==> src/bit_flag_pkg.sv <==
// constants, op codes and helpers shared by the bit, flag and shift execution unit
// Overview of operation
// - rotate left through carry: old carry into bit 0, bit 7 to carry, one cycle
// - rotate right through carry: old carry into bit 7, bit 0 to carry, one cycle
// - io bit set forces one io register bit high, flags untouched, two cycles
// - io bit clear forces one io register bit low, flags untouched, two cycles
// - bit to transfer flag copies one register bit into T only, one cycle
// - transfer flag to bit copies T into one register bit, flags untouched
// - overflow set and clear change only V, one cycle
// - half carry set and clear change only H, one cycle
// - signed flag set and clear change only S, one cycle
// - nonvolatile memory path adds at least one cycle, more while it stalls
// - data access into the lowest 64 io bytes adds one cycle
// - watchdog kick takes one cycle, no flags, pulses watchdog restart
// - sleep takes one cycle, no flags, requests the selected sleep mode
// - break takes one cycle, no flags, notifies the debug logic
package bit_flag_pkg;

    localparam int unsigned ADDR_W = 8;
    localparam int unsigned IO_REGS = 32;

    // register byte offsets
    localparam logic [7:0] ADDR_CTRL = 8'h00;
    localparam logic [7:0] ADDR_OPERAND = 8'h04;
    localparam logic [7:0] ADDR_FLAGS = 8'h08;
    localparam logic [7:0] ADDR_ACCESS = 8'h0C;
    localparam logic [7:0] ADDR_STATE = 8'h10;
    localparam logic [7:0] ADDR_CYCLES = 8'h14;
    localparam int unsigned IO_SEL_BIT = 7;

    // control word fields
    localparam int unsigned CTRL_OP_LSB = 0;
    localparam int unsigned CTRL_BIT_LSB = 8;
    localparam int unsigned CTRL_IO_LSB = 16;
    localparam int unsigned CTRL_SLEEP_LSB = 24;

    // access word fields
    localparam int unsigned ACC_ADDR_LSB = 0;
    localparam int unsigned ACC_BASE_LSB = 16;
    localparam int unsigned ACC_BASE_W = 4;
    localparam int unsigned ACC_NVM_BIT = 20;

    // state word fields
    localparam int unsigned STATE_BUSY_BIT = 0;
    localparam int unsigned STATE_FSM_LSB = 1;
    localparam int unsigned STATE_ERR_BIT = 8;

    // status flag positions
    localparam logic [2:0] FLAG_C = 3'h0;
    localparam logic [2:0] FLAG_Z = 3'h1;
    localparam logic [2:0] FLAG_N = 3'h2;
    localparam logic [2:0] FLAG_V = 3'h3;
    localparam logic [2:0] FLAG_S = 3'h4;
    localparam logic [2:0] FLAG_H = 3'h5;
    localparam logic [2:0] FLAG_T = 3'h6;
    localparam logic [2:0] FLAG_I = 3'h7;

    // reset values
    localparam logic [7:0] FLAGS_RST = 8'h00;
    localparam logic [7:0] OPERAND_RST = 8'h00;
    localparam logic [31:0] ACCESS_RST = 32'h0001_0000;

    // cycle counts
    localparam logic [1:0] CYC_SINGLE = 2'h1;
    localparam logic [1:0] CYC_IO_BIT = 2'h2;
    localparam logic [4:0] CYC_NVM_EXTRA = 5'h01;
    localparam logic [4:0] CYC_LOW_IO_EXTRA = 5'h01;
    localparam logic [4:0] CYC_BASE_MIN = 5'h01;

    // data space window of the low io registers
    localparam logic [15:0] IO_DATA_BASE = 16'h0020;
    localparam logic [15:0] LOW_IO_BYTES = 16'h0040;
    localparam logic [15:0] LOW_IO_END = IO_DATA_BASE + LOW_IO_BYTES;

    // codes 0x10..0x1F are the named flag forms: bits 3:1 flag index, bit 0 set clear
    typedef enum logic [5:0] {
        OP_NOP = 6'h00,
        OP_LOGICAL_SHIFT_LEFT = 6'h01,
        OP_LOGICAL_SHIFT_RIGHT = 6'h02,
        OP_ROTATE_LEFT_CARRY = 6'h03,
        OP_ROTATE_RIGHT_CARRY = 6'h04,
        OP_ARITH_SHIFT_RIGHT = 6'h05,
        OP_NIBBLE_SWAP = 6'h06,
        OP_IO_BIT_SET = 6'h07,
        OP_IO_BIT_CLEAR = 6'h08,
        OP_BIT_TO_TRANSFER_FLAG = 6'h09,
        OP_TRANSFER_FLAG_TO_BIT = 6'h0A,
        OP_GENERIC_FLAG_SET = 6'h0B,
        OP_GENERIC_FLAG_CLEAR = 6'h0C,
        OP_DATA_ACCESS = 6'h0D,
        OP_WATCHDOG_KICK = 6'h0E,
        OP_SLEEP = 6'h0F,
        OP_CARRY_FLAG_SET = 6'h10,
        OP_CARRY_FLAG_CLEAR = 6'h11,
        OP_ZERO_FLAG_SET = 6'h12,
        OP_ZERO_FLAG_CLEAR = 6'h13,
        OP_NEGATIVE_FLAG_SET = 6'h14,
        OP_NEGATIVE_FLAG_CLEAR = 6'h15,
        OP_OVERFLOW_FLAG_SET = 6'h16,
        OP_OVERFLOW_FLAG_CLEAR = 6'h17,
        OP_SIGNED_FLAG_SET = 6'h18,
        OP_SIGNED_FLAG_CLEAR = 6'h19,
        OP_HALF_CARRY_SET = 6'h1A,
        OP_HALF_CARRY_CLEAR = 6'h1B,
        OP_TRANSFER_FLAG_SET = 6'h1C,
        OP_TRANSFER_FLAG_CLEAR = 6'h1D,
        OP_GLOBAL_IRQ_ON = 6'h1E,
        OP_GLOBAL_IRQ_OFF = 6'h1F,
        OP_BREAK = 6'h20
    } op_e;

    typedef enum logic [1:0] {
        ST_IDLE = 2'b00,
        ST_RUN = 2'b01,
        ST_ACCESS = 2'b11
    } state_e;

    function automatic logic [7:0] put_bit(logic [7:0] value, logic [2:0] idx, logic b);
        logic [7:0] v;
        v = value;
        v[idx] = b;
        return v;
    endfunction : put_bit

    function automatic logic [1:0] op_cycles(logic [5:0] op);
        return (op == OP_IO_BIT_SET || op == OP_IO_BIT_CLEAR) ? CYC_IO_BIT : CYC_SINGLE;
    endfunction : op_cycles

endpackage : bit_flag_pkg

==> src/shift_unit.sv <==
// combinational shift, rotate and nibble swap, with flag updates for the shifts and rotates only
`timescale 1ns/10ps
module shift_unit (
    input wire bit_flag_pkg::op_e op,
    input wire logic [7:0] value,
    input wire logic [7:0] flags_in,
    output logic [7:0] result,
    output logic [7:0] flags_out
);
    import bit_flag_pkg::*;

    logic carry;
    logic neg;
    logic shifting;

    always_comb begin
        result = value;
        carry = flags_in[FLAG_C];
        shifting = 1'b1;
        unique case (op)
            OP_LOGICAL_SHIFT_LEFT: {carry, result} = {value, 1'b0};
            OP_LOGICAL_SHIFT_RIGHT: {result, carry} = {1'b0, value};
            OP_ROTATE_LEFT_CARRY: {carry, result} = {value, flags_in[FLAG_C]};
            OP_ROTATE_RIGHT_CARRY: {result, carry} = {flags_in[FLAG_C], value};
            OP_ARITH_SHIFT_RIGHT: {result, carry} = {value[7], value};
            OP_NIBBLE_SWAP: begin
                result = {value[3:0], value[7:4]};
                shifting = 1'b0;
            end
            default: shifting = 1'b0;
        endcase
    end

    assign neg = result[7];

    // the signed flag is left alone here; only the flags the shifts name are updated
    always_comb begin
        flags_out = flags_in;
        if (shifting) begin
            flags_out[FLAG_C] = carry;
            flags_out[FLAG_Z] = (result == 8'h00);
            flags_out[FLAG_N] = neg;
            flags_out[FLAG_V] = neg ^ carry;
        end
        if (op == OP_LOGICAL_SHIFT_LEFT || op == OP_ROTATE_LEFT_CARRY) begin
            flags_out[FLAG_H] = value[3];
        end
    end

endmodule : shift_unit

==> src/access_timer.sv <==
// stretches a data access by the low io and nonvolatile memory penalties
`timescale 1ns/10ps
module access_timer (
    input wire logic pclk,
    input wire logic presetn,
    input wire logic start,
    input wire logic [bit_flag_pkg::ACC_BASE_W-1:0] base_cycles,
    input wire logic [15:0] data_addr,
    input wire logic nvm_path,
    input wire logic nvm_stall,
    output logic busy,
    output logic done
);
    import bit_flag_pkg::*;

    logic [4:0] remaining;
    wire low_io = (data_addr >= IO_DATA_BASE) && (data_addr < LOW_IO_END);
    wire [4:0] base_ext = {1'b0, base_cycles};
    wire [4:0] base_fix = (base_ext == 5'h00) ? CYC_BASE_MIN : base_ext;
    wire [4:0] io_extra = low_io ? CYC_LOW_IO_EXTRA : 5'h00;
    wire [4:0] nvm_extra = nvm_path ? CYC_NVM_EXTRA : 5'h00;
    wire [4:0] total = base_fix + io_extra + nvm_extra;
    // a busy controller holds the final cycle for as long as it stalls
    wire hold = nvm_path && nvm_stall && (remaining == 5'h01);

    assign busy = (remaining != 5'h00);
    assign done = busy && (remaining == 5'h01) && !hold;

    always_ff @(posedge pclk or negedge presetn) begin
        if (!presetn) begin
            remaining <= 5'h00;
        end else if (start) begin
            remaining <= total;
        end else if (busy && !hold) begin
            remaining <= remaining - 5'h01;
        end
    end

endmodule : access_timer

==> src/bit_flag_shift_unit.sv <==
// bit, flag, shift and core control execution unit with its apb register slave
//
// The register addresses and register access over APB were left to the implementer.
`timescale 1ns/10ps
module bit_flag_shift_unit (
    input wire logic pclk,
    input wire logic presetn,
    input wire logic psel,
    input wire logic penable,
    input wire logic pwrite,
    input wire logic [bit_flag_pkg::ADDR_W-1:0] paddr,
    input wire logic [31:0] pwdata,
    output logic [31:0] prdata,
    output logic pready,
    output logic pslverr,
    input wire logic nvm_stall,
    output logic watchdog_restart,
    output logic sleep_request,
    output logic [2:0] sleep_mode,
    output logic debug_break,
    output logic global_irq_enable,
    output logic op_done
);
    import bit_flag_pkg::*;

    state_e state;
    state_e next_state;
    op_e op_q;
    logic [2:0] bit_q;
    logic [4:0] io_q;
    logic [2:0] sleep_sel;
    logic [1:0] cnt;
    logic [7:0] operand;
    logic [7:0] flags;
    logic [31:0] access_cfg;
    logic [15:0] cyc_run;
    logic err_sticky;
    logic [7:0] io_file [0:IO_REGS-1];

    // apb decode
    wire setup = psel && !penable;
    wire wr_fire = psel && penable && pwrite && pready;
    wire aligned = (paddr[1:0] == 2'b00);
    wire hit_io = paddr[IO_SEL_BIT] && aligned;
    wire [4:0] io_idx = paddr[6:2];
    wire hit_ctrl = (paddr == ADDR_CTRL);
    wire hit_operand = (paddr == ADDR_OPERAND);
    wire hit_flags = (paddr == ADDR_FLAGS);
    wire hit_access = (paddr == ADDR_ACCESS);
    wire hit_state = (paddr == ADDR_STATE);
    wire hit_cycles = (paddr == ADDR_CYCLES);
    wire mapped = hit_io || hit_ctrl || hit_operand || hit_flags || hit_access
        || hit_state || hit_cycles;

    // command decode from the write data
    wire [5:0] wr_op = pwdata[CTRL_OP_LSB +: 6];
    wire op_legal = (wr_op <= OP_BREAK);
    wire idle = (state == ST_IDLE);
    wire ctrl_refused = pwrite && hit_ctrl && !(op_legal && idle);

    // a refused command is answered with pslverr and never starts
    wire start = wr_fire && hit_ctrl && !pslverr;
    wire start_access = start && (wr_op == OP_DATA_ACCESS);
    wire refused_fire = wr_fire && hit_ctrl && pslverr;

    // execution decode
    wire commit = (state == ST_RUN) && (cnt == 2'h0);
    wire acc_done;
    wire named = (op_q[5:4] == 2'b01) && (op_q != OP_BREAK);
    wire [2:0] named_idx = op_q[3:1];
    wire named_val = !op_q[0];
    wire io_op = (op_q == OP_IO_BIT_SET) || (op_q == OP_IO_BIT_CLEAR);
    wire io_val = (op_q == OP_IO_BIT_SET);

    logic [7:0] sh_result;
    logic [7:0] sh_flags;

    shift_unit u_shift (
        .op(op_q),
        .value(operand),
        .flags_in(flags),
        .result(sh_result),
        .flags_out(sh_flags)
    );

    access_timer u_access (
        .pclk(pclk),
        .presetn(presetn),
        .start(start_access),
        .base_cycles(access_cfg[ACC_BASE_LSB +: ACC_BASE_W]),
        .data_addr(access_cfg[ACC_ADDR_LSB +: 16]),
        .nvm_path(access_cfg[ACC_NVM_BIT]),
        .nvm_stall(nvm_stall),
        .busy(),
        .done(acc_done)
    );

    // each set or clear writes exactly one flag, bit to transfer flag writes T; everything else keeps the shift result
    wire [7:0] generic_flags = put_bit(flags, bit_q, op_q == OP_GENERIC_FLAG_SET);
    wire [7:0] named_flags = put_bit(flags, named_idx, named_val);
    wire [7:0] store_flags = put_bit(flags, FLAG_T, operand[bit_q]);
    wire generic = (op_q == OP_GENERIC_FLAG_SET) || (op_q == OP_GENERIC_FLAG_CLEAR);

    wire [7:0] next_flags =
        (op_q == OP_BIT_TO_TRANSFER_FLAG) ? store_flags :
        generic ? generic_flags :
        named ? named_flags :
        sh_flags;

    wire [7:0] next_operand = (op_q == OP_TRANSFER_FLAG_TO_BIT) ?
        put_bit(operand, bit_q, flags[FLAG_T]) : sh_result;

    // read mux
    wire [31:0] ctrl_word = {5'h00, sleep_sel, 3'h0, io_q, 5'h00, bit_q, 2'h0, op_q};
    wire [31:0] state_word = {23'h0, err_sticky, 5'h00, state, !idle};
    wire [31:0] rd_word =
        hit_io ? {24'h0, io_file[io_idx]} :
        hit_ctrl ? ctrl_word :
        hit_operand ? {24'h0, operand} :
        hit_flags ? {24'h0, flags} :
        hit_access ? access_cfg :
        hit_state ? state_word :
        hit_cycles ? {16'h0, cyc_run} :
        32'h0;

    always_comb begin
        next_state = state;
        unique case (state)
            ST_IDLE: begin
                if (start) begin
                    next_state = (wr_op == OP_DATA_ACCESS) ? ST_ACCESS : ST_RUN;
                end
            end
            ST_RUN: begin
                if (cnt == 2'h0) begin
                    next_state = ST_IDLE;
                end
            end
            ST_ACCESS: begin
                if (acc_done) begin
                    next_state = ST_IDLE;
                end
            end
            default: next_state = ST_IDLE;
        endcase
    end

    always_ff @(posedge pclk or negedge presetn) begin
        if (!presetn) begin
            state <= ST_IDLE;
        end else begin
            state <= next_state;
        end
    end

    // apb answer: one wait-free access phase after every setup
    always_ff @(posedge pclk or negedge presetn) begin
        if (!presetn) begin
            pready <= 1'b0;
            pslverr <= 1'b0;
            prdata <= 32'h0;
        end else begin
            pready <= setup;
            pslverr <= setup && (!mapped || ctrl_refused);
            prdata <= setup ? rd_word : 32'h0;
        end
    end

    // command capture
    always_ff @(posedge pclk or negedge presetn) begin
        if (!presetn) begin
            op_q <= OP_NOP;
            bit_q <= 3'h0;
            io_q <= 5'h00;
            sleep_sel <= 3'h0;
            cnt <= 2'h0;
        end else if (start) begin
            op_q <= op_e'(wr_op);
            bit_q <= pwdata[CTRL_BIT_LSB +: 3];
            io_q <= pwdata[CTRL_IO_LSB +: 5];
            sleep_sel <= pwdata[CTRL_SLEEP_LSB +: 3];
            cnt <= op_cycles(wr_op) - CYC_SINGLE;
        end else if (state == ST_RUN && cnt != 2'h0) begin
            cnt <= cnt - 2'h1;
        end
    end

    // execution results win over a software write landing in the same cycle
    always_ff @(posedge pclk or negedge presetn) begin
        if (!presetn) begin
            operand <= OPERAND_RST;
        end else if (commit) begin
            operand <= next_operand;
        end else if (wr_fire && hit_operand) begin
            operand <= pwdata[7:0];
        end
    end

    always_ff @(posedge pclk or negedge presetn) begin
        if (!presetn) begin
            flags <= FLAGS_RST;
        end else if (commit) begin
            flags <= next_flags;
        end else if (wr_fire && hit_flags) begin
            flags <= pwdata[7:0];
        end
    end

    always_ff @(posedge pclk or negedge presetn) begin
        if (!presetn) begin
            access_cfg <= ACCESS_RST;
        end else if (wr_fire && hit_access) begin
            access_cfg <= pwdata;
        end
    end

    // io registers; the bit operations touch one bit only and never the flags
    for (genvar i = 0; i < IO_REGS; i++) begin : g_io
        wire sel_exec = commit && io_op && (io_q == 5'(i));
        always_ff @(posedge pclk or negedge presetn) begin
            if (!presetn) begin
                io_file[i] <= 8'h00;
            end else if (sel_exec) begin
                io_file[i] <= put_bit(io_file[i], bit_q, io_val);
            end else if (wr_fire && hit_io && io_idx == 5'(i)) begin
                io_file[i] <= pwdata[7:0];
            end
        end
    end

    // cycles spent by the current or most recent command
    always_ff @(posedge pclk or negedge presetn) begin
        if (!presetn) begin
            cyc_run <= 16'h0000;
        end else if (start) begin
            cyc_run <= 16'h0000;
        end else if (!idle && cyc_run != 16'hFFFF) begin
            cyc_run <= cyc_run + 16'h0001;
        end
    end

    // refused command sticks until written one; a new refusal beats the clear
    always_ff @(posedge pclk or negedge presetn) begin
        if (!presetn) begin
            err_sticky <= 1'b0;
        end else if (refused_fire) begin
            err_sticky <= 1'b1;
        end else if (wr_fire && hit_state && pwdata[STATE_ERR_BIT]) begin
            err_sticky <= 1'b0;
        end
    end

    // core control requests are single pulses in the cycle after commit, alongside op_done
    always_ff @(posedge pclk or negedge presetn) begin
        if (!presetn) begin
            watchdog_restart <= 1'b0;
            sleep_request <= 1'b0;
            sleep_mode <= 3'h0;
            debug_break <= 1'b0;
            op_done <= 1'b0;
        end else begin
            watchdog_restart <= commit && (op_q == OP_WATCHDOG_KICK);
            sleep_request <= commit && (op_q == OP_SLEEP);
            debug_break <= commit && (op_q == OP_BREAK);
            op_done <= commit || acc_done;
            if (commit && op_q == OP_SLEEP) begin
                sleep_mode <= sleep_sel;
            end
        end
    end

    assign global_irq_enable = flags[FLAG_I];

endmodule : bit_flag_shift_unit

==> config.mk <==
export PLATFORM = sky130hd
export DESIGN_NAME = bit_flag_shift_unit
export DESIGN_NICKNAME = d
export VERILOG_FILES = /design/src/bit_flag_pkg.sv /design/src/shift_unit.sv /design/src/access_timer.sv /design/src/bit_flag_shift_unit.sv
export SDC_FILE = /design/constraint.sdc
export NUM_CORES = 1
export LEC_CHECK = 0
export BUFFER_PORTS_ARGS = -buffer_cell sky130_fd_sc_hd__buf_2
export CAP_MARGIN = 20
export CORE_MARGIN = 2
export CORE_UTILIZATION = 52
export CTS_CLUSTER_DIAMETER = 80
export CTS_CLUSTER_SIZE = 20
export DETAILED_ROUTE_END_ITERATION = 10
export PLACE_DENSITY = 0.69
export SYNTH_ARGS = -nofsm -noshare
export SYNTH_HDL_FRONTEND = slang
export SYNTH_SLANG_ARGS = --single-unit
==> constraint.sdc <==
create_clock -name pclk -period 4.35 [get_ports pclk]
set_input_delay 0.435 -clock pclk [delete_from_list [all_inputs] [get_ports pclk]]
set_output_delay 0.435 -clock pclk [all_outputs]
set_load 0.005 [all_outputs]
==> flow_summary.toml <==
[die]
dieWidth_um = 213
initial_utilization = 0.526
row_count = 76
die_h_um = 213
core_sq_um = 43000
die_area_sq_um = 45200
io-pin-count = 88

[sta]
finalSetupViolCount = 0
finalMaxSlewViolations = 0
rsz0062_at_grt = "no"
setup_tns_ns = 0
fmax_ghz = 0.314
setup_ws_ns = 1.16
period_minus_slack_ns = 3.19
finalCritPeriodShare = 0.733
relSlewSlack = 0.170
hold_viol = 0
tightest_slew_ns = 1.24
skew_ns = 0.0208

[drt]
viasPerCell = 6.47
vias = 18900
wire_per_inst_um = 25.2
firstDrtPassIters = 7
finalWirelength_um = 73700
drt_iter0_drc = 2238
antenna_left = 0
route.detailed.drc = 0

[global_route]
grt_max_degree = 215
grt_pass1_wl_um = 113000
antenna_found_initial = 0
gr-usage-all-layers = 0.330
grt_pass1_vias = 18700
overflow = 0

[yosys]
synth_edf_count = 0
synthArstFlopShare = 1.00
synthXorXnorAreaFrac = 0.00736
yosys-top-cells-count = "387 x dfrtp_1, 376 x nand2_1, 253 x o21ai_0"
syn_nets = 2391
yosys_register_bits = 388
synth_warnings = 0
netlist_area_sq_um = 22600
synth-adder-area-share = 0.00365
synth-seq-area-share = 0.429
synth.area.top_cells = "dfrtp_1 43%, mux2i_1 10%, mux4_2 8.2%"
yosysTopAreaCellShare = 0.428
synth_cell_type_count = 76
ys.flop_type = "dfrtp_1"
synth_simple_gate_area_frac = 0.165
synth_top_family_by_area = "multiplexers"
avgSynthCellArea_sq_um = 9.67
synthMuxAreaShare = 0.210
synthCells = 2339
yosysMostFrequentCell = "dfrtp_1"
yosysTopAreaCell = "dfrtp_1"
synth_compound_area_frac = 0.143

[pwr]
p_per_area_nw_per_um2 = 279
switching_share = 0.264
switchingPower_w = 0.00180
p_comb_frac = 0.081
peakVddDrop_v = 0.000282
cellLeakagePower_nw = 9.20
p_clk_frac = 0.375
internal-power_w = 0.00502
p_seq_frac = 0.544

[hold_path]
min_to = "access_cfg[20]"
worstHoldPathType = "in2reg"
min_path_cells = 3
hp-start = "pwdata[20]"

[critical_path]
critPathSlowestCell = "and3_1"
path_max_fanout = 16
end_kind = "register"
rrSetupSlack_ns = 1.16
cp_num_buf_inv = 1
rr_worst_depth = 7
r2r-end = "io_file[0]"
crit_chain = "nor4b_2, and3_1, nand3_1, buf_4, nand4b_1, o311ai_0, o21a_1"
cp.depth = 7
worstPathRequired_ns = 4.83
critPathTopFamily = "simple AND/OR/NAND/NOR gates"
worst_r2r_startpoint = "state[1]"
crit_type = "reg2reg"
crit_path_start_kind = "register"
max_stage_delay_ns = 0.63
crit_arrival_ns = 3.67

[clock_network]
clockRootBuffer = "clkbuf_16"
clock-sinks = 388
clock_latency_ns = 0.60
cts_tree = "yes"
htreeDepth = 1
path_clk_slew_ns = 0.09
postCtsSetupBuffers = 0
clockBufferDepth = 3
numCtsBuffers = 26

[placed_design]
gp_congestion = 0.956
io_buffer_count = 87
placed_area_sq_um = 23600
hpwl_um = 46800
place_ws_ns = 1.03

[layout]
nets = 2375
drive_gt1_frac = 0.167
area_growth_pct = 8.36
final_area_sq_um = 24500

[flow_run]
drv_cap = 0

[outcome]
status = "complete, no violations"
## power groups by stage
stage                     clock, W  combinational, W  sequential [W]
after floorplan                  0          0.000317         0.00377
after global placement           0          0.000532         0.00378
after detailed placement         0          0.000542         0.00378
after CTS                  0.00259          0.000546         0.00371
after global routing       0.00274          0.000602         0.00372
final                      0.00256          0.000553         0.00371
## layout make-up
class / count / area (sq um)
inverter: 14 / 52.6
clock buffer: 33 / 707
tap: 585 / 732
multi-input combinational: 1718 / 12000
clock inverter: 11 / 101
timing repair buffer: 175 / 1210
antenna: 1 / 2.50
fill: 3716 / 18500
sequential: 388 / 9710
## registers in the layout, indices dropped and copies added, names as in the netlist, 5 cells and up
signal and count:
io_file 256, access_cfg 32, prdata 32, cyc_run 16
flags 8, operand 8, op_q 6, io_q 5
u_access.remaining 5
## per-layer routing
| metal | vias to the layer above | part of all wire | track usage |
|---|---|---|---|
| met5 | - | 0 | 0 |
| met4 | 0 | 0.047 | 0.162 |
| met3 | 197 | 0.098 | 0.0684 |
| met2 | 1042 | 0.46 | 0.516 |
| met1 | 9319 | 0.40 | 0.438 |
| li1 | 8365 | - | - |
## worst max path at each step
stage               startpoint      endpoint  slack [ns]
floorplan             paddr[2]     prdata[4]        1.83
global placement      paddr[3]    io_file[6]        1.04
detailed placement    paddr[3]    io_file[0]        1.03
CTS                    op_q[3]  io_file[209]        1.15
global route          state[1]    io_file[0]        1.01
finish                state[1]    io_file[0]        1.16
## through the flow
stage	power, W	util	std cells	hold slack [ns]
2_1_floorplan	0.00408	-	2339	0.139
3_3_place_gp	0.00431	0.550	2877	0.454
6_report	0.00683	0.570	2925	0.0589
4_1_cts	0.00685	0.569	2922	0.0548
5_1_grt	0.00706	0.570	2924	0.0588
3_5_place_dp	0.00433	0.550	2877	0.464
## logic make-up (layout without fill, tap and decap cells)
group / after synthesis / count (layout)
and+or+nand+nor: 800 / 800
AOI/OAI and AO/OA: 529 / 529
DFF: 388 / 388
muxes: 364 / 364
buffers and inverters: 233 / 233
xor gates and xnor gates: 19 / 19
adders and majority gates: 6 / 6
other: 0 / 1
## repair_timing
item	in CTS	in global routing
hold endpoints to repair	69	0
resized for setup	0	0
hold buffers	1	0
## layout by cell type, fill, tap and decap left out, types with 10 or more instances in the layout
cell,count
dfrtp_1,387
nand2_1,376
o21ai_0,253
mux2i_1,226
nor2_1,195
buf_2,84
mux4_2,82
buf_4,81
mux2_2,56
a21oi_1,55
o21a_1,47
nand3_1,44
o311ai_0,43
nor3_1,34
clkbuf_16,26
o21ai_1,24
a22oi_1,19
nor2b_1,15
inv_1,14
nor3b_1,14
a31oi_1,14
and3_1,14
xnor2_1,14
nand4_1,13
and2_1,12
nand2b_1,11
nor3_2,10
## worst min-delay path: stages
cell and delay [ns]:
buf_2 0.09, nand2_1 0.04, o21ai_0 0.06
(Power assumes the default switching activity.)
